File: src/pcc_pkg.sv
// Package of offsets, fields, reset values and timing counts for the PLL clock control block
package pcc_pkg;

  // Register byte offsets
  localparam logic [7:0] CTRL_OFS = 8'h00;
  localparam logic [7:0] OUTSEL_OFS = 8'h04;
  localparam logic [7:0] PINCFG_OFS = 8'h08;
  localparam logic [7:0] STATUS_OFS = 8'h0c;
  localparam logic [7:0] IRQ_STAT_OFS = 8'h10;
  localparam logic [7:0] IRQ_EN_OFS = 8'h14;
  localparam logic [7:0] IRQ_CLR_OFS = 8'h18;

  // Control field positions
  localparam int CTRL_RST_BIT = 0;
  localparam int CTRL_DETECTOR_BIT = 1;
  localparam int CTRL_MODE_LSB = 2;
  localparam int CTRL_HIBW_BIT = 5;
  localparam int CTRL_VAR_LSB = 6;
  localparam int CTRL_IDX_LSB = 8;
  localparam int CTRL_DED_BIT = 11;
  localparam logic [11:0] CTRL_RESET = 12'h802;

  // Pin configuration field positions
  localparam int PIN_DIFF_LSB = 0;
  localparam int PIN_INV_LSB = 3;
  localparam int PIN_GPEN_LSB = 8;
  localparam int PIN_GPOUT_LSB = 16;

  // Interrupt event bits
  localparam int EV_LOCK = 0;
  localparam int EV_LOSS = 1;
  localparam int EV_CFG = 2;

  // Output source codes: 0..9 output counters, this one the multiply counter
  localparam logic [3:0] SRC_MULT = 4'hf;
  localparam int NUM_CNT_MAX = 10;
  localparam int NUM_CNT_SMALL = 7;

  // Oscillator control word
  localparam logic [7:0] OSC_NOMINAL = 8'h80;

  // Timing
  localparam int CLK_PERIOD_PS = 25000;
  localparam int ZERO_DELAY_NS = 8;
  localparam int ZERO_DELAY_CYC = (ZERO_DELAY_NS * 1000 + CLK_PERIOD_PS - 1) / CLK_PERIOD_PS;
  localparam int LOCK_EDGES = 16;
  localparam int LOSS_CYC = 64;
  localparam int DRIFT_CYC = 1024;

  // Device variant and location
  typedef enum logic [1:0]
  {
    VAR_FIRST = 2'b00,
    VAR_SECOND_TB = 2'b01,
    VAR_SECOND_LR = 2'b10
  } pcc_variant_e;

  // Clock feedback modes
  typedef enum logic [2:0]
  {
    MODE_SRC_SYNC = 3'b000,
    MODE_NO_COMP = 3'b001,
    MODE_NORMAL = 3'b010,
    MODE_ZERO_DELAY = 3'b011,
    MODE_EXT_FB = 3'b100,
    MODE_LVDS = 3'b101
  } pcc_mode_e;

  // Lock tracking states
  typedef enum logic [1:0]
  {
    ST_RESET = 2'b00,
    ST_ACQUIRE = 2'b01,
    ST_LOCKED = 2'b10
  } pcc_state_e;

endpackage

File: src/pcc_divider.sv
// Post-scale counter model: a fixed even divider stopped and cleared by reset
`timescale 1ns/1ps
`default_nettype none
module pcc_divider #(
  parameter int HALF = 1
) (
  input wire logic clk,
  input wire logic rst_n,
  input wire logic run,
  output logic clk_q
);

  // Half-period count
  logic [9:0] cnt_q;

  // Toggle every HALF cycles while running; held low otherwise
  always_ff @(posedge clk or negedge rst_n)
  begin
    if (!rst_n)
    begin
      cnt_q <= 10'h000;
      clk_q <= 1'b0;
    end
    else if (!run)
    begin
      cnt_q <= 10'h000;
      clk_q <= 1'b0;
    end
    else if (cnt_q == 10'(HALF - 1))
    begin
      cnt_q <= 10'h000;
      clk_q <= ~clk_q;
    end
    else
    begin
      cnt_q <= cnt_q + 10'h001;
    end
  end

endmodule
`default_nettype wire

File: src/pcc_top.sv
// PLL clock pin routing, control signals and lock status with an APB register port
`timescale 1ns/1ps
`default_nettype none
module pcc_top #(
  parameter int LOCK_EDGES = pcc_pkg::LOCK_EDGES,
  parameter int LOSS_CYC = pcc_pkg::LOSS_CYC,
  parameter int DRIFT_CYC = pcc_pkg::DRIFT_CYC
) (
  input wire logic pclk,
  input wire logic presetn,
  input wire logic psel,
  input wire logic penable,
  input wire logic pwrite,
  input wire logic [7:0] paddr,
  input wire logic [31:0] pwdata,
  output logic [31:0] prdata,
  output logic pready,
  output logic pslverr,
  input wire logic ref_clk_in,
  input wire logic areset_in,
  input wire logic phase_detector_en_in,
  input wire logic [5:0] pin_i,
  output logic [5:0] pin_o,
  output logic [5:0] pin_oe,
  output logic pll_locked,
  output logic pll_in_reset,
  output logic irq
);

  localparam int NUM_CNTS = pcc_pkg::NUM_CNT_MAX;
  // Software state
  logic [11:0] ctrl_q;
  logic [3:0] outsel_q;
  logic [21:0] pincfg_q;
  logic [2:0] irq_stat_q;
  logic [2:0] irq_en_q;
  // Synchronisers for pins
  logic [2:0] sync1_q;
  logic [2:0] sync2_q;
  logic [5:0] pin_s1_q;
  logic [5:0] pin_s2_q;
  logic ref_prev_q;
  logic fb_prev_q;
  // Lock tracking
  pcc_pkg::pcc_state_e state_q;
  logic [7:0] edge_cnt_q;
  logic [9:0] loss_cnt_q;
  logic [10:0] drift_cnt_q;
  logic [7:0] osc_ctrl_q;
  logic [1:0] comp_wait_q;
  // Derived
  logic wr_en;
  logic rd_en;
  logic reset_req;
  logic detector_on;
  logic ref_rise;
  logic fb_rise;
  logic mode_ok;
  logic sel_err;
  logic bw_eff;
  logic compensated;
  logic ext_fb_pin;
  logic src_clk;
  logic ev_lock;
  logic ev_loss;
  logic [2:0] events;
  logic [NUM_CNTS:0] cnt_clk;
  logic [31:0] rd_data;
  logic [5:0] pin_od;
  logic [5:0] pin_oed;
  logic addr_ok;

  pcc_pkg::pcc_variant_e variant;
  pcc_pkg::pcc_mode_e mode;
  logic [2:0] pll_idx;

  assign variant = pcc_pkg::pcc_variant_e'(ctrl_q[pcc_pkg::CTRL_VAR_LSB +: 2]);
  assign mode = pcc_pkg::pcc_mode_e'(ctrl_q[pcc_pkg::CTRL_MODE_LSB +: 3]);
  assign pll_idx = ctrl_q[pcc_pkg::CTRL_IDX_LSB +: 3];

  // APB strobes: one wait state, pready comes from a flop
  assign wr_en = psel && penable && pwrite && pready;
  assign rd_en = psel && penable && !pwrite && !pready;

  // ********************************************************
  // Pin synchronisers
  // ********************************************************

  // Two flops on every outside level before any logic looks at it
  always_ff @(posedge pclk or negedge presetn)
  begin
    if (!presetn)
    begin
      sync1_q <= 3'h0;
      sync2_q <= 3'h0;
      pin_s1_q <= 6'h00;
      pin_s2_q <= 6'h00;
      ref_prev_q <= 1'b0;
      fb_prev_q <= 1'b0;
    end
    else
    begin
      sync1_q <= {phase_detector_en_in, areset_in, ref_clk_in};
      sync2_q <= sync1_q;
      pin_s1_q <= pin_i;
      pin_s2_q <= pin_s1_q;
      ref_prev_q <= sync2_q[0];
      fb_prev_q <= ext_fb_pin;
    end
  end

  // Reset from pin or software; detector enabled only if both agree
  assign reset_req = sync2_q[1] || ctrl_q[pcc_pkg::CTRL_RST_BIT];
  assign detector_on = sync2_q[2] && ctrl_q[pcc_pkg::CTRL_DETECTOR_BIT];
  assign ref_rise = sync2_q[0] && !ref_prev_q;
  // Feedback input pin: pair two on top/bottom, pin one on left/right
  assign ext_fb_pin = (variant == pcc_pkg::VAR_SECOND_LR) ? pin_s2_q[1] : pin_s2_q[2];
  assign fb_rise = ext_fb_pin && !fb_prev_q;

  // ********************************************************
  // Mode availability
  // ********************************************************

  // Check mode against variant, location and PLL number
  always_comb
  begin
    mode_ok = 1'b1;
    case (mode)
      pcc_pkg::MODE_EXT_FB:
        mode_ok = (variant != pcc_pkg::VAR_FIRST);
      pcc_pkg::MODE_LVDS:
      begin
        if (variant == pcc_pkg::VAR_SECOND_TB)
          mode_ok = 1'b0;
        else if (variant == pcc_pkg::VAR_FIRST)
          mode_ok = (pll_idx == 3'h2) || (pll_idx == 3'h3) ||
                    (pll_idx == 3'h5) || (pll_idx == 3'h6);
      end
      pcc_pkg::MODE_SRC_SYNC,
      pcc_pkg::MODE_NO_COMP,
      pcc_pkg::MODE_NORMAL,
      pcc_pkg::MODE_ZERO_DELAY:
        mode_ok = 1'b1;
      default:
        mode_ok = 1'b0;
    endcase
    // Single-ended left/right pins leave only external feedback
    if (variant == pcc_pkg::VAR_SECOND_LR && !pincfg_q[pcc_pkg::PIN_DIFF_LSB] &&
        mode != pcc_pkg::MODE_EXT_FB)
      mode_ok = 1'b0;
    // Unknown variant code is never valid
    if (variant == pcc_pkg::pcc_variant_e'(2'b11))
      mode_ok = 1'b0;
  end

  // High bandwidth is dropped in external feedback mode
  assign bw_eff = ctrl_q[pcc_pkg::CTRL_HIBW_BIT] && (mode != pcc_pkg::MODE_EXT_FB);

  // Full compensation only from the dedicated input pins
  assign compensated = pll_locked && mode_ok && ctrl_q[pcc_pkg::CTRL_DED_BIT] &&
                       (mode != pcc_pkg::MODE_NO_COMP);

  // ********************************************************
  // Lock state machine
  // ********************************************************

  // Count reference edges to lock; lose lock when the reference stops
  always_ff @(posedge pclk or negedge presetn)
  begin
    if (!presetn)
    begin
      state_q <= pcc_pkg::ST_RESET;
      edge_cnt_q <= 8'h00;
      loss_cnt_q <= 10'h000;
      comp_wait_q <= 2'h0;
    end
    else if (reset_req)
    begin
      // Everything cleared while reset is held
      state_q <= pcc_pkg::ST_RESET;
      edge_cnt_q <= 8'h00;
      loss_cnt_q <= 10'h000;
      comp_wait_q <= 2'h0;
    end
    else
    begin
      // Watchdog on the reference clock
      if (ref_rise)
        loss_cnt_q <= 10'h000;
      else if (loss_cnt_q != 10'(LOSS_CYC))
        loss_cnt_q <= loss_cnt_q + 10'h001;
      case (state_q)
        pcc_pkg::ST_RESET:
        begin
          // Released: start resynchronising to the reference
          state_q <= pcc_pkg::ST_ACQUIRE;
          edge_cnt_q <= 8'h00;
        end
        pcc_pkg::ST_ACQUIRE:
        begin
          // Gated detector cannot acquire; external feedback needs the fb pin high at the ref edge too
          if (detector_on && mode_ok && ref_rise &&
              (mode != pcc_pkg::MODE_EXT_FB || fb_rise || ext_fb_pin))
            edge_cnt_q <= edge_cnt_q + 8'h01;
          if (edge_cnt_q == 8'(LOCK_EDGES))
          begin
            // Zero delay mode waits out its fixed compensation delay
            if (mode != pcc_pkg::MODE_ZERO_DELAY ||
                comp_wait_q == 2'(pcc_pkg::ZERO_DELAY_CYC))
              state_q <= pcc_pkg::ST_LOCKED;
            else
              comp_wait_q <= comp_wait_q + 2'h1;
          end
        end
        pcc_pkg::ST_LOCKED:
        begin
          // Reference gone or config invalid drops lock
          if (loss_cnt_q == 10'(LOSS_CYC) || !mode_ok)
          begin
            state_q <= pcc_pkg::ST_ACQUIRE;
            edge_cnt_q <= 8'h00;
            comp_wait_q <= 2'h0;
          end
        end
        default:
          state_q <= pcc_pkg::ST_RESET;
      endcase
    end
  end

  // ********************************************************
  // Oscillator control word
  // ********************************************************

  // Nominal in reset; with detector gated the last value holds and drifts down
  always_ff @(posedge pclk or negedge presetn)
  begin
    if (!presetn)
    begin
      osc_ctrl_q <= pcc_pkg::OSC_NOMINAL;
      drift_cnt_q <= 11'h000;
    end
    else if (reset_req)
    begin
      osc_ctrl_q <= pcc_pkg::OSC_NOMINAL;
      drift_cnt_q <= 11'h000;
    end
    else if (!detector_on)
    begin
      // Slow drift only: one step per long interval
      if (drift_cnt_q == 11'(DRIFT_CYC - 1))
      begin
        drift_cnt_q <= 11'h000;
        if (osc_ctrl_q != 8'h00)
          osc_ctrl_q <= osc_ctrl_q - 8'h01;
      end
      else
      begin
        drift_cnt_q <= drift_cnt_q + 11'h001;
      end
    end
    else
    begin
      // Acquiring: walk the word while edges are counted
      drift_cnt_q <= 11'h000;
      if (state_q == pcc_pkg::ST_ACQUIRE && ref_rise)
        osc_ctrl_q <= osc_ctrl_q + 8'h01;
    end
  end

  // ********************************************************
  // Output counters and source select
  // ********************************************************

  // Post-scale counters plus the multiply counter at the top index
  for (genvar k = 0; k <= NUM_CNTS; k++)
  begin : g_cnt
    pcc_divider #(
      .HALF(k + 1)
    ) u_div (
      .clk(pclk),
      .rst_n(presetn),
      .run(!reset_req && state_q != pcc_pkg::ST_RESET),
      .clk_q(cnt_clk[k])
    );
  end

  // Source range depends on variant and location
  always_comb
  begin
    sel_err = 1'b0;
    src_clk = 1'b0;
    if (outsel_q == pcc_pkg::SRC_MULT)
      src_clk = cnt_clk[NUM_CNTS];
    else if (variant == pcc_pkg::VAR_SECOND_TB && outsel_q < 4'(pcc_pkg::NUM_CNT_MAX))
      src_clk = cnt_clk[outsel_q];
    else if (outsel_q < 4'(pcc_pkg::NUM_CNT_SMALL))
      src_clk = cnt_clk[outsel_q];
    else
      sel_err = 1'b1;
  end

  // ********************************************************
  // Clock pin routing
  // ********************************************************

  // Per pin: clock, inverted clock, user output or input
  always_comb
  begin
    pin_od = 6'h00;
    pin_oed = 6'h00;
    for (int p = 0; p < 3; p++)
    begin
      // Clock on p pin; n pin in phase, or inverted in single-ended use
      pin_od[2 * p] = src_clk;
      pin_od[2 * p + 1] = src_clk ^ (pincfg_q[pcc_pkg::PIN_INV_LSB + p] &&
                                     !pincfg_q[pcc_pkg::PIN_DIFF_LSB + p]);
      pin_oed[2 * p] = 1'b1;
      pin_oed[2 * p + 1] = 1'b1;
    end
    case (variant)
      pcc_pkg::VAR_FIRST:
      begin
        // Only one p pin carries the clock
        pin_oed[5:1] = 5'h00;
      end
      pcc_pkg::VAR_SECOND_TB:
      begin
        // Differential pair two is the feedback input
        if (pincfg_q[pcc_pkg::PIN_DIFF_LSB + 1])
          pin_oed[3:2] = 2'h0;
        // Differential pair three is an input
        if (pincfg_q[pcc_pkg::PIN_DIFF_LSB + 2])
          pin_oed[5:4] = 2'h0;
      end
      pcc_pkg::VAR_SECOND_LR:
      begin
        // Two pins; single-ended leaves pin one as feedback input
        pin_oed[5:2] = 4'h0;
        if (!pincfg_q[pcc_pkg::PIN_DIFF_LSB])
          pin_oed[1] = 1'b0;
      end
      default:
        pin_oed = 6'h00;
    endcase
    // Pins under user control leave the PLL path; never differential then
    for (int p = 0; p < 6; p++)
    begin
      if (pincfg_q[pcc_pkg::PIN_GPEN_LSB + p])
      begin
        pin_od[p] = pincfg_q[pcc_pkg::PIN_GPOUT_LSB + p];
        pin_oed[p] = 1'b1;
      end
    end
    // Clock pins are low while the PLL is in reset
    for (int p = 0; p < 6; p++)
    begin
      if (!pincfg_q[pcc_pkg::PIN_GPEN_LSB + p] && reset_req)
        pin_od[p] = 1'b0;
    end
  end

  // Pins leave straight from flops
  always_ff @(posedge pclk or negedge presetn)
  begin
    if (!presetn)
    begin
      pin_o <= 6'h00;
      pin_oe <= 6'h00;
    end
    else
    begin
      pin_o <= pin_od;
      pin_oe <= pin_oed;
    end
  end

  // ********************************************************
  // Status outputs and interrupts
  // ********************************************************

  // Lock and reset flags registered out
  always_ff @(posedge pclk or negedge presetn)
  begin
    if (!presetn)
    begin
      pll_locked <= 1'b0;
      pll_in_reset <= 1'b0;
    end
    else
    begin
      pll_locked <= (state_q == pcc_pkg::ST_LOCKED) && !reset_req;
      pll_in_reset <= reset_req;
    end
  end

  // Edge events on lock gained and lost; config error event whenever present and not yet flagged
  assign ev_lock = !pll_locked && state_q == pcc_pkg::ST_LOCKED && !reset_req;
  assign ev_loss = pll_locked && (state_q != pcc_pkg::ST_LOCKED || reset_req);
  assign events = {(!mode_ok || sel_err) && !irq_stat_q[pcc_pkg::EV_CFG], ev_loss, ev_lock};

  // Sticky status: a new event wins over a clear in the same cycle
  always_ff @(posedge pclk or negedge presetn)
  begin
    if (!presetn)
      irq_stat_q <= 3'h0;
    else if (wr_en && paddr == pcc_pkg::IRQ_CLR_OFS)
      irq_stat_q <= (irq_stat_q & ~pwdata[2:0]) | events;
    else
      irq_stat_q <= irq_stat_q | events;
  end

  // Level interrupt from enabled status bits
  always_ff @(posedge pclk or negedge presetn)
  begin
    if (!presetn)
      irq <= 1'b0;
    else
      irq <= |(irq_stat_q & irq_en_q);
  end

  // ********************************************************
  // APB register port
  // ********************************************************

  // Software writes, taken at the edge where pready is sampled high
  always_ff @(posedge pclk or negedge presetn)
  begin
    if (!presetn)
    begin
      ctrl_q <= pcc_pkg::CTRL_RESET;
      outsel_q <= pcc_pkg::SRC_MULT;
      pincfg_q <= 22'h000000;
      irq_en_q <= 3'h0;
    end
    else if (wr_en)
    begin
      case (paddr)
        pcc_pkg::CTRL_OFS: ctrl_q <= pwdata[11:0];
        pcc_pkg::OUTSEL_OFS: outsel_q <= pwdata[3:0];
        pcc_pkg::PINCFG_OFS: pincfg_q <= pwdata[21:0];
        pcc_pkg::IRQ_EN_OFS: irq_en_q <= pwdata[2:0];
        default: ctrl_q <= ctrl_q;
      endcase
    end
  end

  // Read mux and address decode
  always_comb
  begin
    rd_data = 32'h00000000;
    addr_ok = 1'b1;
    case (paddr)
      pcc_pkg::CTRL_OFS: rd_data = {20'h00000, ctrl_q};
      pcc_pkg::OUTSEL_OFS: rd_data = {28'h0000000, outsel_q};
      pcc_pkg::PINCFG_OFS: rd_data = {10'h000, pincfg_q};
      pcc_pkg::STATUS_OFS:
        rd_data = {10'h000, pin_s2_q, osc_ctrl_q, state_q,
                   sel_err, bw_eff, compensated, mode_ok, pll_in_reset, pll_locked};
      pcc_pkg::IRQ_STAT_OFS: rd_data = {29'h00000000, irq_stat_q};
      pcc_pkg::IRQ_EN_OFS: rd_data = {29'h00000000, irq_en_q};
      pcc_pkg::IRQ_CLR_OFS: rd_data = 32'h00000000;
      default: addr_ok = 1'b0;
    endcase
  end

  // One wait state: answer registered in the first access cycle
  always_ff @(posedge pclk or negedge presetn)
  begin
    if (!presetn)
    begin
      pready <= 1'b0;
      prdata <= 32'h00000000;
      pslverr <= 1'b0;
    end
    else
    begin
      pready <= psel && penable && !pready;
      pslverr <= psel && penable && !pready && !addr_ok;
      if (rd_en)
        prdata <= rd_data;
    end
  end

endmodule
`default_nettype wire

File: config.mk
export PLATFORM = sky130hd
export DESIGN_NAME = pcc_top
export DESIGN_NICKNAME = d
export VERILOG_FILES = /design/src/pcc_pkg.sv /design/src/pcc_divider.sv /design/src/pcc_top.sv
export SDC_FILE = /design/constraint.sdc
export NUM_CORES = 1
export LEC_CHECK = 0
export ABC_AREA = 0
export BUFFER_PORTS_ARGS = -buffer_cell sky130_fd_sc_hd__buf_2
export CORE_MARGIN = 1.5
export CORE_UTILIZATION = 34
export DETAILED_ROUTE_END_ITERATION = 16
export PLACE_DENSITY = 0.52
export SETUP_SLACK_MARGIN = 0.5
export SYNTH_ARGS = -nofsm -noshare
export SYNTH_HDL_FRONTEND = slang
export SYNTH_HIERARCHICAL = 1
export SYNTH_SLANG_ARGS = --single-unit
File: constraint.sdc
create_clock -name pclk -period 4.8 [get_ports pclk]
set_input_delay 0.48 -clock pclk [delete_from_list [all_inputs] [get_ports pclk]]
set_output_delay 0.48 -clock pclk [all_outputs]
set_load 0.03 [all_outputs]
==> run summary, run 1 <==
Outcome: finished clean
Maximum fanout along the worst path: 21
Placed Cells: 1,794
Number of global-route vias before repair: 8,884
Antenna violations before repair: 0
Static leakage power: 0.00636 uW
Final number of max-transition violations: 0
Fraction of layout cells with a size suffix above 1: 19.0%
Clock root buffer: sky130_fd_sc_hd__clkbuf_16
Endpoint of the most critical register-to-register path: g_cnt[5].u_div/cnt_q[5]
Fraction of the yosys area taken by sequential cells: 51.4%
Number of logic stages on the critical path including buffering: 7
Aggregate global-route resource usage: 14.8%
Number of detailed-routing iterations run before antenna repair: 6
Remaining global-route overflow: 0
Commonest cells after routing, fill and taps aside: 257 x sky130_fd_sc_hd__dfrtp_1, 96 x sky130_fd_sc_hd__nand2_1, 88 x sky130_fd_sc_hd__nor2_1
CP Capture Point: g_cnt[5].u_div/cnt_q[5]
TritonCTS Buffers: 30
Max Clock Freq: 351 MHz
Yosys warning count: 6
Worst min-delay path class: in2reg
Worst rel slew slack: 44.3%
Synthesized area per cell: 10.6 um2
Total number of vias: 9,374
Worst-margin pin slew: 0.832 ns
Number of setup violations in the final report: 0
Max incr delay on CP: 0.50 ns
First-pass GRT wire length: 47.3 mm
TritonCTS clock tree: yes
Aggregate negative setup slack: 0 ns
Post-route DRC violation count: 0
Utilization after layout: 39.8%
Worst R2R Setup Slack: 1.95 ns
Detailed router's first-iteration violation count: 486
CTS H-Tree Depth: 1
Final clock skew: 0.0172 ns
Ant. Diodes: 0
Leading cell type in the layout, fill and taps excluded: sky130_fd_sc_hd__dfrtp_1
Via density: 5.07
Clock net sink count: 264
Power Dens Cells: 346 nW/um2
Antenna violation net count after detailed routing: 0
Routability-driven placement congestion ratio: 0.749
Async SR Flop Fraction: 100%
Maximum buffer depth of the clock tree: 3
Routed wire length per instance: 15.4 um
Fin crit period: 2.85 ns
Total of flip-flops plus latches after synthesis: 264
Critical-path cell list: nor2_2 -> clkinv_1 -> buf_4 -> nor2_4 -> buf_4 -> o31ai_2 -> a21oi_1
Hold Fails Final Rpt: 0
Critical path class: reg2reg
Core ar.: 37,500 um2
Number of enable flip-flop cells after synthesis: 0
Logic depth of the worst register-to-register path: 7
Clock-pin slew reported for the worst setup and hold paths after clock tree synthesis: 0.06 ns
Post-detailed-placement half-perimeter wirelength: 19.6 mm
Largest voltage drop on the vdd net: 0.245 mV
Worst endpoint data arrival time: 3.31 ns
Cells resized by post-CTS repair: 0
CP Launch Point: ctrl_q[0]
Maximum number of pins on one net before global-route repair: 87
Total Die Area: 39,100 um2
Library cells used by synthesis: 80
Startpoint of the lowest-slack register-to-register path: ctrl_q[0]
Initial core utilization: 34.4%
Final Net Count: 1,408
Post-synthesis instance area: 12,900 um2
Final worst slack: 1.95 ns
Setup crit end kind: flop
Count of maximum capacitance violations: 0
Die span in y: 198 um
X dimension of the die: 198 um
Total detailed-routing wirelength: 28.6 mm
Sum of buffers and inverters on the critical path: 3
Clock latency on the worst-skew pair: 0.55 ns
Commonest register cell after synthesis: sky130_fd_sc_hd__dfrtp_1
Dominant cell type by count on the critical path: sky130_fd_sc_hd__buf_4
Worst setup slack after placement: 1.87 ns
Num ports: 103
Share of the clock period used by the worst path: 59.4%
Standard-cell row count: 71
Required @ worst endpoint: 5.26 ns
Worst-path cell with the longest stage delay: sky130_fd_sc_hd__nor2_4
Final std cells w/o fill: 1,850
CP Launch Type: flop
Largest delay contributor family on the critical path: buffers and inverters
PortBufs: 82
Unrepaired setup endpoints after global routing: false
Layout-stage area growth over the synthesis result: 15.9%
Cell count after synthesis: 1,219
[cell usage after synthesis (6+ instances only)]
master	n	area [um2]
sky130_fd_sc_hd__a21oi_1	73	365
sky130_fd_sc_hd__o31ai_2	6	75.1
sky130_fd_sc_hd__a21boi_1	6	45.0
sky130_fd_sc_hd__nand3_1	60	300
sky130_fd_sc_hd__mux2_2	51	574
sky130_fd_sc_hd__nor4_1	6	37.5
sky130_fd_sc_hd__nand4_1	30	188
sky130_fd_sc_hd__or4_1	29	218
sky130_fd_sc_hd__o21ai_0	78	390
sky130_fd_sc_hd__or3_1	34	213
sky130_fd_sc_hd__mux2i_1	7	70.1
sky130_fd_sc_hd__o31ai_1	35	263
sky130_fd_sc_hd__xor2_1	28	245
sky130_fd_sc_hd__dfrtp_1	257	6430
sky130_fd_sc_hd__or4_4	6	67.6
sky130_fd_sc_hd__or3b_2	6	52.6
sky130_fd_sc_hd__xnor2_1	23	201
sky130_fd_sc_hd__and3_1	6	37.5
sky130_fd_sc_hd__clkbuf_1	17	63.8
sky130_fd_sc_hd__buf_4	11	82.6
sky130_fd_sc_hd__and2_1	13	81.3
sky130_fd_sc_hd__nand2_1	96	360
sky130_fd_sc_hd__dfstp_2	7	184
sky130_fd_sc_hd__or3_2	13	97.6
sky130_fd_sc_hd__a21boi_0	7	52.6
sky130_fd_sc_hd__ha_1	37	463
sky130_fd_sc_hd__a22oi_1	19	143
sky130_fd_sc_hd__nor2b_1	10	62.6
sky130_fd_sc_hd__nand2b_1	20	125
sky130_fd_sc_hd__inv_1	48	180
sky130_fd_sc_hd__nor3_1	9	45.0
sky130_fd_sc_hd__nor2_1	89	334
[metrics by stage]
stage	instance area (um2)	hold WS, ns	power [uW]
2_1_floorplan	12900	0.184	2650
3_3_place_gp	13900	0.335	2810
3_5_place_dp	13900	0.335	2820
4_1_cts	14900	0.00134	5250
5_1_grt	14900	0.00289	5400
6_report	14900	0.0321	5160
[sequential cells by signal (all words and copies together) (netlist names), 3 cells and up]
register,flops
g_cnt.u_div/cnt_q,110
pincfg_q,22
prdata,22
ctrl_q,12
drift_cnt_q,11
g_cnt.u_div/clk_q,11
loss_cnt_q,10
edge_cnt_q,8
osc_ctrl_q,8
pin_o,6
pin_oe,6
pin_s1_q,6
pin_s2_q,6
outsel_q,4
irq_en_q,3
irq_stat_q,3
sync1_q,3
sync2_q,3
[worst register-to-register path: cells and delay by family, from the launching register on]
kind / cells / cell delay [ns]
AOI/OAI and AO/OA: 2 / 0.39
DFF: 1 / 0.43
buffers and inverters: 3 / 1.04
and+or+nand+nor: 2 / 0.89
[where the power goes]
group | switching [uW] | internal, uW
Combinational | 253 | 168
Sequential | 70.3 | 2280
Clock | 913 | 1480
Total | 1240 | 3920
[per-layer routing]
layer | GRT usage, % | vias to the layer above | wire length, um
met4 | 3.34 | 0 | 548
li1 | - | 4626 | -
met2 | 24.3 | 131 | 13500
met1 | 20.6 | 4575 | 13600
met5 | 0 | - | 0
met3 | 2.10 | 42 | 852
[cells by family after synthesis]
kind of cell / after synthesis / share of synthesized area, %
xor+xnor: 51 / 3.47
buf+inv: 84 / 2.87
simple gates: 452 / 19.1
mux: 61 / 5.53
flops: 264 / 51.4
compound gates: 268 / 13.9
fa+ha+maj: 38 / 3.75
other cells: 1 / 0.0291
[how the worst min path moves through the flow]
stage,from,endpoint,slack [ns],depth (start not counted)
5_1_grt,pin_i[0],pin_s1_q[0],0.003,1
3_5_place_dp,pin_s1_q[5],pin_s2_q[5],0.33,0
4_1_cts,pin_i[2],pin_s1_q[2],0.001,1
6_report,pin_i[5],pin_s1_q[5],0.03,1
2_1_floorplan,presetn,comp_wait_q[0],0.18,0
3_3_place_gp,pin_s1_q[2],pin_s2_q[2],0.33,0
[repair_timing]
action / 4_1_cts / 5_1_grt
setup buffers: 0 / 0
hold buffers: 1 / 0
endpoints found under the hold margin: 74 / 0
[cell type report]
cell class                 count  area, um2
clock inverter                 9        126
multi-input combinational    880       5940
inverter                      49        184
sequential                   264       6620
tap                          511        639
clock buffer                  46        922
fill                        3676      22600
timing repair buffer          91        503
No activity file was read; power rests on OpenSTA's default activity.
==> inputs of run 2 (changes only) <==
--- a/config.mk
+++ b/config.mk
@@ -10,7 +10,7 @@
 export CORE_MARGIN = 1.5
 export CORE_UTILIZATION = 34
 export DETAILED_ROUTE_END_ITERATION = 16
-export PLACE_DENSITY = 0.52
+export PLACE_DENSITY = 0.54
 export SETUP_SLACK_MARGIN = 0.5
 export SYNTH_ARGS = -nofsm -noshare
 export SYNTH_HDL_FRONTEND = slang
==> constraint.sdc (replaced) <==
create_clock -name pclk -period 2.4 [get_ports pclk]
set_input_delay 0.24 -clock pclk [delete_from_list [all_inputs] [get_ports pclk]]
set_output_delay 0.24 -clock pclk [all_outputs]
set_load 0.03 [all_outputs]
==> run 2 against run 1 <==
Compared with the run above:
- total power grew 110%
- register-to-register slack lost 1.8 ns
- critical path depth is the same
==> run summary, run 2 (same netlist as run 1, synthesis figures left out) <==
Share of the clock period used by the worst path: 92.4%
Post-detailed-placement half-perimeter wirelength: 20.8 mm
Total Die Area: 39,100 um2
Logic depth of the worst register-to-register path: 7
Aggregate negative setup slack: 0 ns
Startpoint of the lowest-slack register-to-register path: ctrl_q[2]
Routability-driven placement congestion ratio: 0.780
Clock-pin slew reported for the worst setup and hold paths after clock tree synthesis: 0.06 ns
Clock latency on the worst-skew pair: 0.56 ns
Core ar.: 37,500 um2
CTS H-Tree Depth: 1
Num ports: 103
Global routing's busiest layer: met2
Share of total power in sequential cells: 43.7%
Switching Share: 24.5%
Fraction of layout cells with a size suffix above 1: 25.8%
Internal power: 8080 uW
Clock root buffer: sky130_fd_sc_hd__clkbuf_16
X dimension of the die: 198 um
Hold Fails Final Rpt: 0
Fraction of met1 tracks used by global routing: 22.0%
TritonCTS Buffers: 30
Hold endpoint: pslverr
Remaining global-route overflow: 0
CP Launch Point: ctrl_q[2]
Power Dens Cells: 657 nW/um2
Antenna violations before repair: 5
Met2 demand-to-capacity share in global routing: 26.7%
Number of global-route vias before repair: 9,725
Maximum fanout along the worst path: 13
Utilization after layout: 43.5%
Largest registers ranked by flip-flop count: g_cnt.u_div/cnt_q x110, pincfg_q x22, prdata x22
Total detailed-routing wirelength: 31.2 mm
Worst min-delay path class: in2reg
Maximum number of pins on one net before global-route repair: 66
Worst rel slew slack: 56.7%
Detailed router's first-iteration violation count: 541
Outcome: finished clean
TritonCTS clock tree: yes
Hold_sp: paddr[4]
Final Net Count: 1,507
Count of maximum capacitance violations: 0
Global-route met3 utilization: 2.63%
Maximum buffer depth of the clock tree: 3
Number of flip-flops in the largest register: 110
Total number of vias: 9,905
Worst R2R Setup Slack: 0.18 ns
Antenna violation net count after detailed routing: 0
Endpoint of the most critical register-to-register path: edge_cnt_q[7]
Number of setup violations in the final report: 0
Final clock skew: 0.0123 ns
Routed wire length per instance: 16.0 um
Required @ worst endpoint: 2.89 ns
Die span in y: 198 um
Fin crit period: 2.22 ns
Worst endpoint data arrival time: 2.70 ns
Proportion of power drawn by the clock network: 45.5%
Commonest cells after routing, fill and taps aside: 255 x sky130_fd_sc_hd__dfrtp_1, 94 x sky130_fd_sc_hd__nand2_1, 86 x sky130_fd_sc_hd__nor2_1
Depth of the worst hold-timing path: 3
Critical path class: reg2reg
Clock net sink count: 264
Post-route DRC violation count: 0
Max Clock Freq: 451 MHz
Net switching component of the power: 2630 uW
Leading cell type in the layout, fill and taps excluded: sky130_fd_sc_hd__dfrtp_1
Unrepaired setup endpoints after global routing: true
Number of detailed-routing iterations run before antenna repair: 4
First-pass GRT wire length: 51.1 mm
Aggregate global-route resource usage: 16.2%
Via density: 5.07
Largest voltage drop on the vdd net: 0.544 mV
PortBufs: 82
Final number of max-transition violations: 0
Static leakage power: 0.00693 uW
CP Launch Type: flop
Worst-margin pin slew: 0.650 ns
Layout-stage area growth over the synthesis result: 26.6%
Standard-cell row count: 71
Register name with the most flops: g_cnt.u_div/cnt_q
Relative contribution of combinational cells to total power: 10.8%
Setup crit end kind: flop
Initial core utilization: 34.4%
==> run 2: changes by cell type in the layout (fill, tap and decap cells not counted), sizes merged <==
cell | previous run | this run
buf | 90 | 154
bufbuf | 0 | 1
bufinv | 3 | 4
clkbuf | 46 | 43
clkinvlp | 1 | 4
diode | 0 | 3
dlygate4sd3 | 1 | 34
inv | 49 | 48
nand3 | 61 | 62
==> run 2: metrics by stage <==
step	hold slack, ns	area [um2]	instances	worst slack (ns)	power, uW
after global placement	0.246	14300	1821	0.143	5690
after detailed placement	0.246	14300	1821	0.101	5700
after CTS	0.131	16000	1929	0.192	10800
after global routing	0.138	16300	1952	0.0771	11200
final	0.151	16300	1952	0.182	10700
after floorplan	-0.0556	13100	1228	0.299	5370
==> run 2: final cells by class <==
class	instances	area [um2]
timing repair buffer	189	1490
tap	511	639
clock buffer	43	880
clock inverter	12	185
sequential	264	6620
inverter	49	191
fill	3594	21200
antenna	3	7.51
multi-input combinational	881	6290
==> run 2: timing repair <==
| action | 4_1_cts | 5_1_grt |
|---|---|---|
| setup buffers | 17 | 20 |
| gates resized for setup | 34 | 21 |
| endpoints found under the setup margin | 68 | 120 |
| pin swaps | 17 | 19 |
| cloned | 2 | 0 |
| hold buffers | 34 | 0 |
| hold endpoints to repair | 112 | 0 |
==> run 2: power by group through the flow <==
stage	registers (uW)	logic [uW]	clock network, uW
2_1_floorplan	4740	627	0
3_3_place_gp	4760	928	0
3_5_place_dp	4760	942	0
4_1_cts	4680	1090	5020
5_1_grt	4690	1300	5200
6_report	4680	1160	4870
==> run 2: worst max path at each step <==
stage                                to  slack [ns]  cells after the start
after floorplan           edge_cnt_q[7]        0.30                      7
final                     edge_cnt_q[7]        0.18                      7
after CTS                 edge_cnt_q[7]        0.19                      7
after detailed placement  edge_cnt_q[7]        0.10                      9
after global routing      edge_cnt_q[7]        0.08                      7
after global placement    edge_cnt_q[7]        0.14                      9
==> run 2: per-layer routing <==
layer	routed length, um	vias up
li1	-	4813
met1	14600	4926
met2	14900	112
met3	1010	50
met4	702	4
met5	27	-
==> run 2: critical path: stages, from the launching register on <==
cell and delay [ns]:
sky130_fd_sc_hd__dfrtp_1 0.38, sky130_fd_sc_hd__or3b_4 0.43, sky130_fd_sc_hd__a221oi_4 0.34, sky130_fd_sc_hd__and2_4 0.21, sky130_fd_sc_hd__a211oi_4 0.06, sky130_fd_sc_hd__buf_12 0.14
sky130_fd_sc_hd__or4_1 0.46, sky130_fd_sc_hd__a21oi_1 0.13
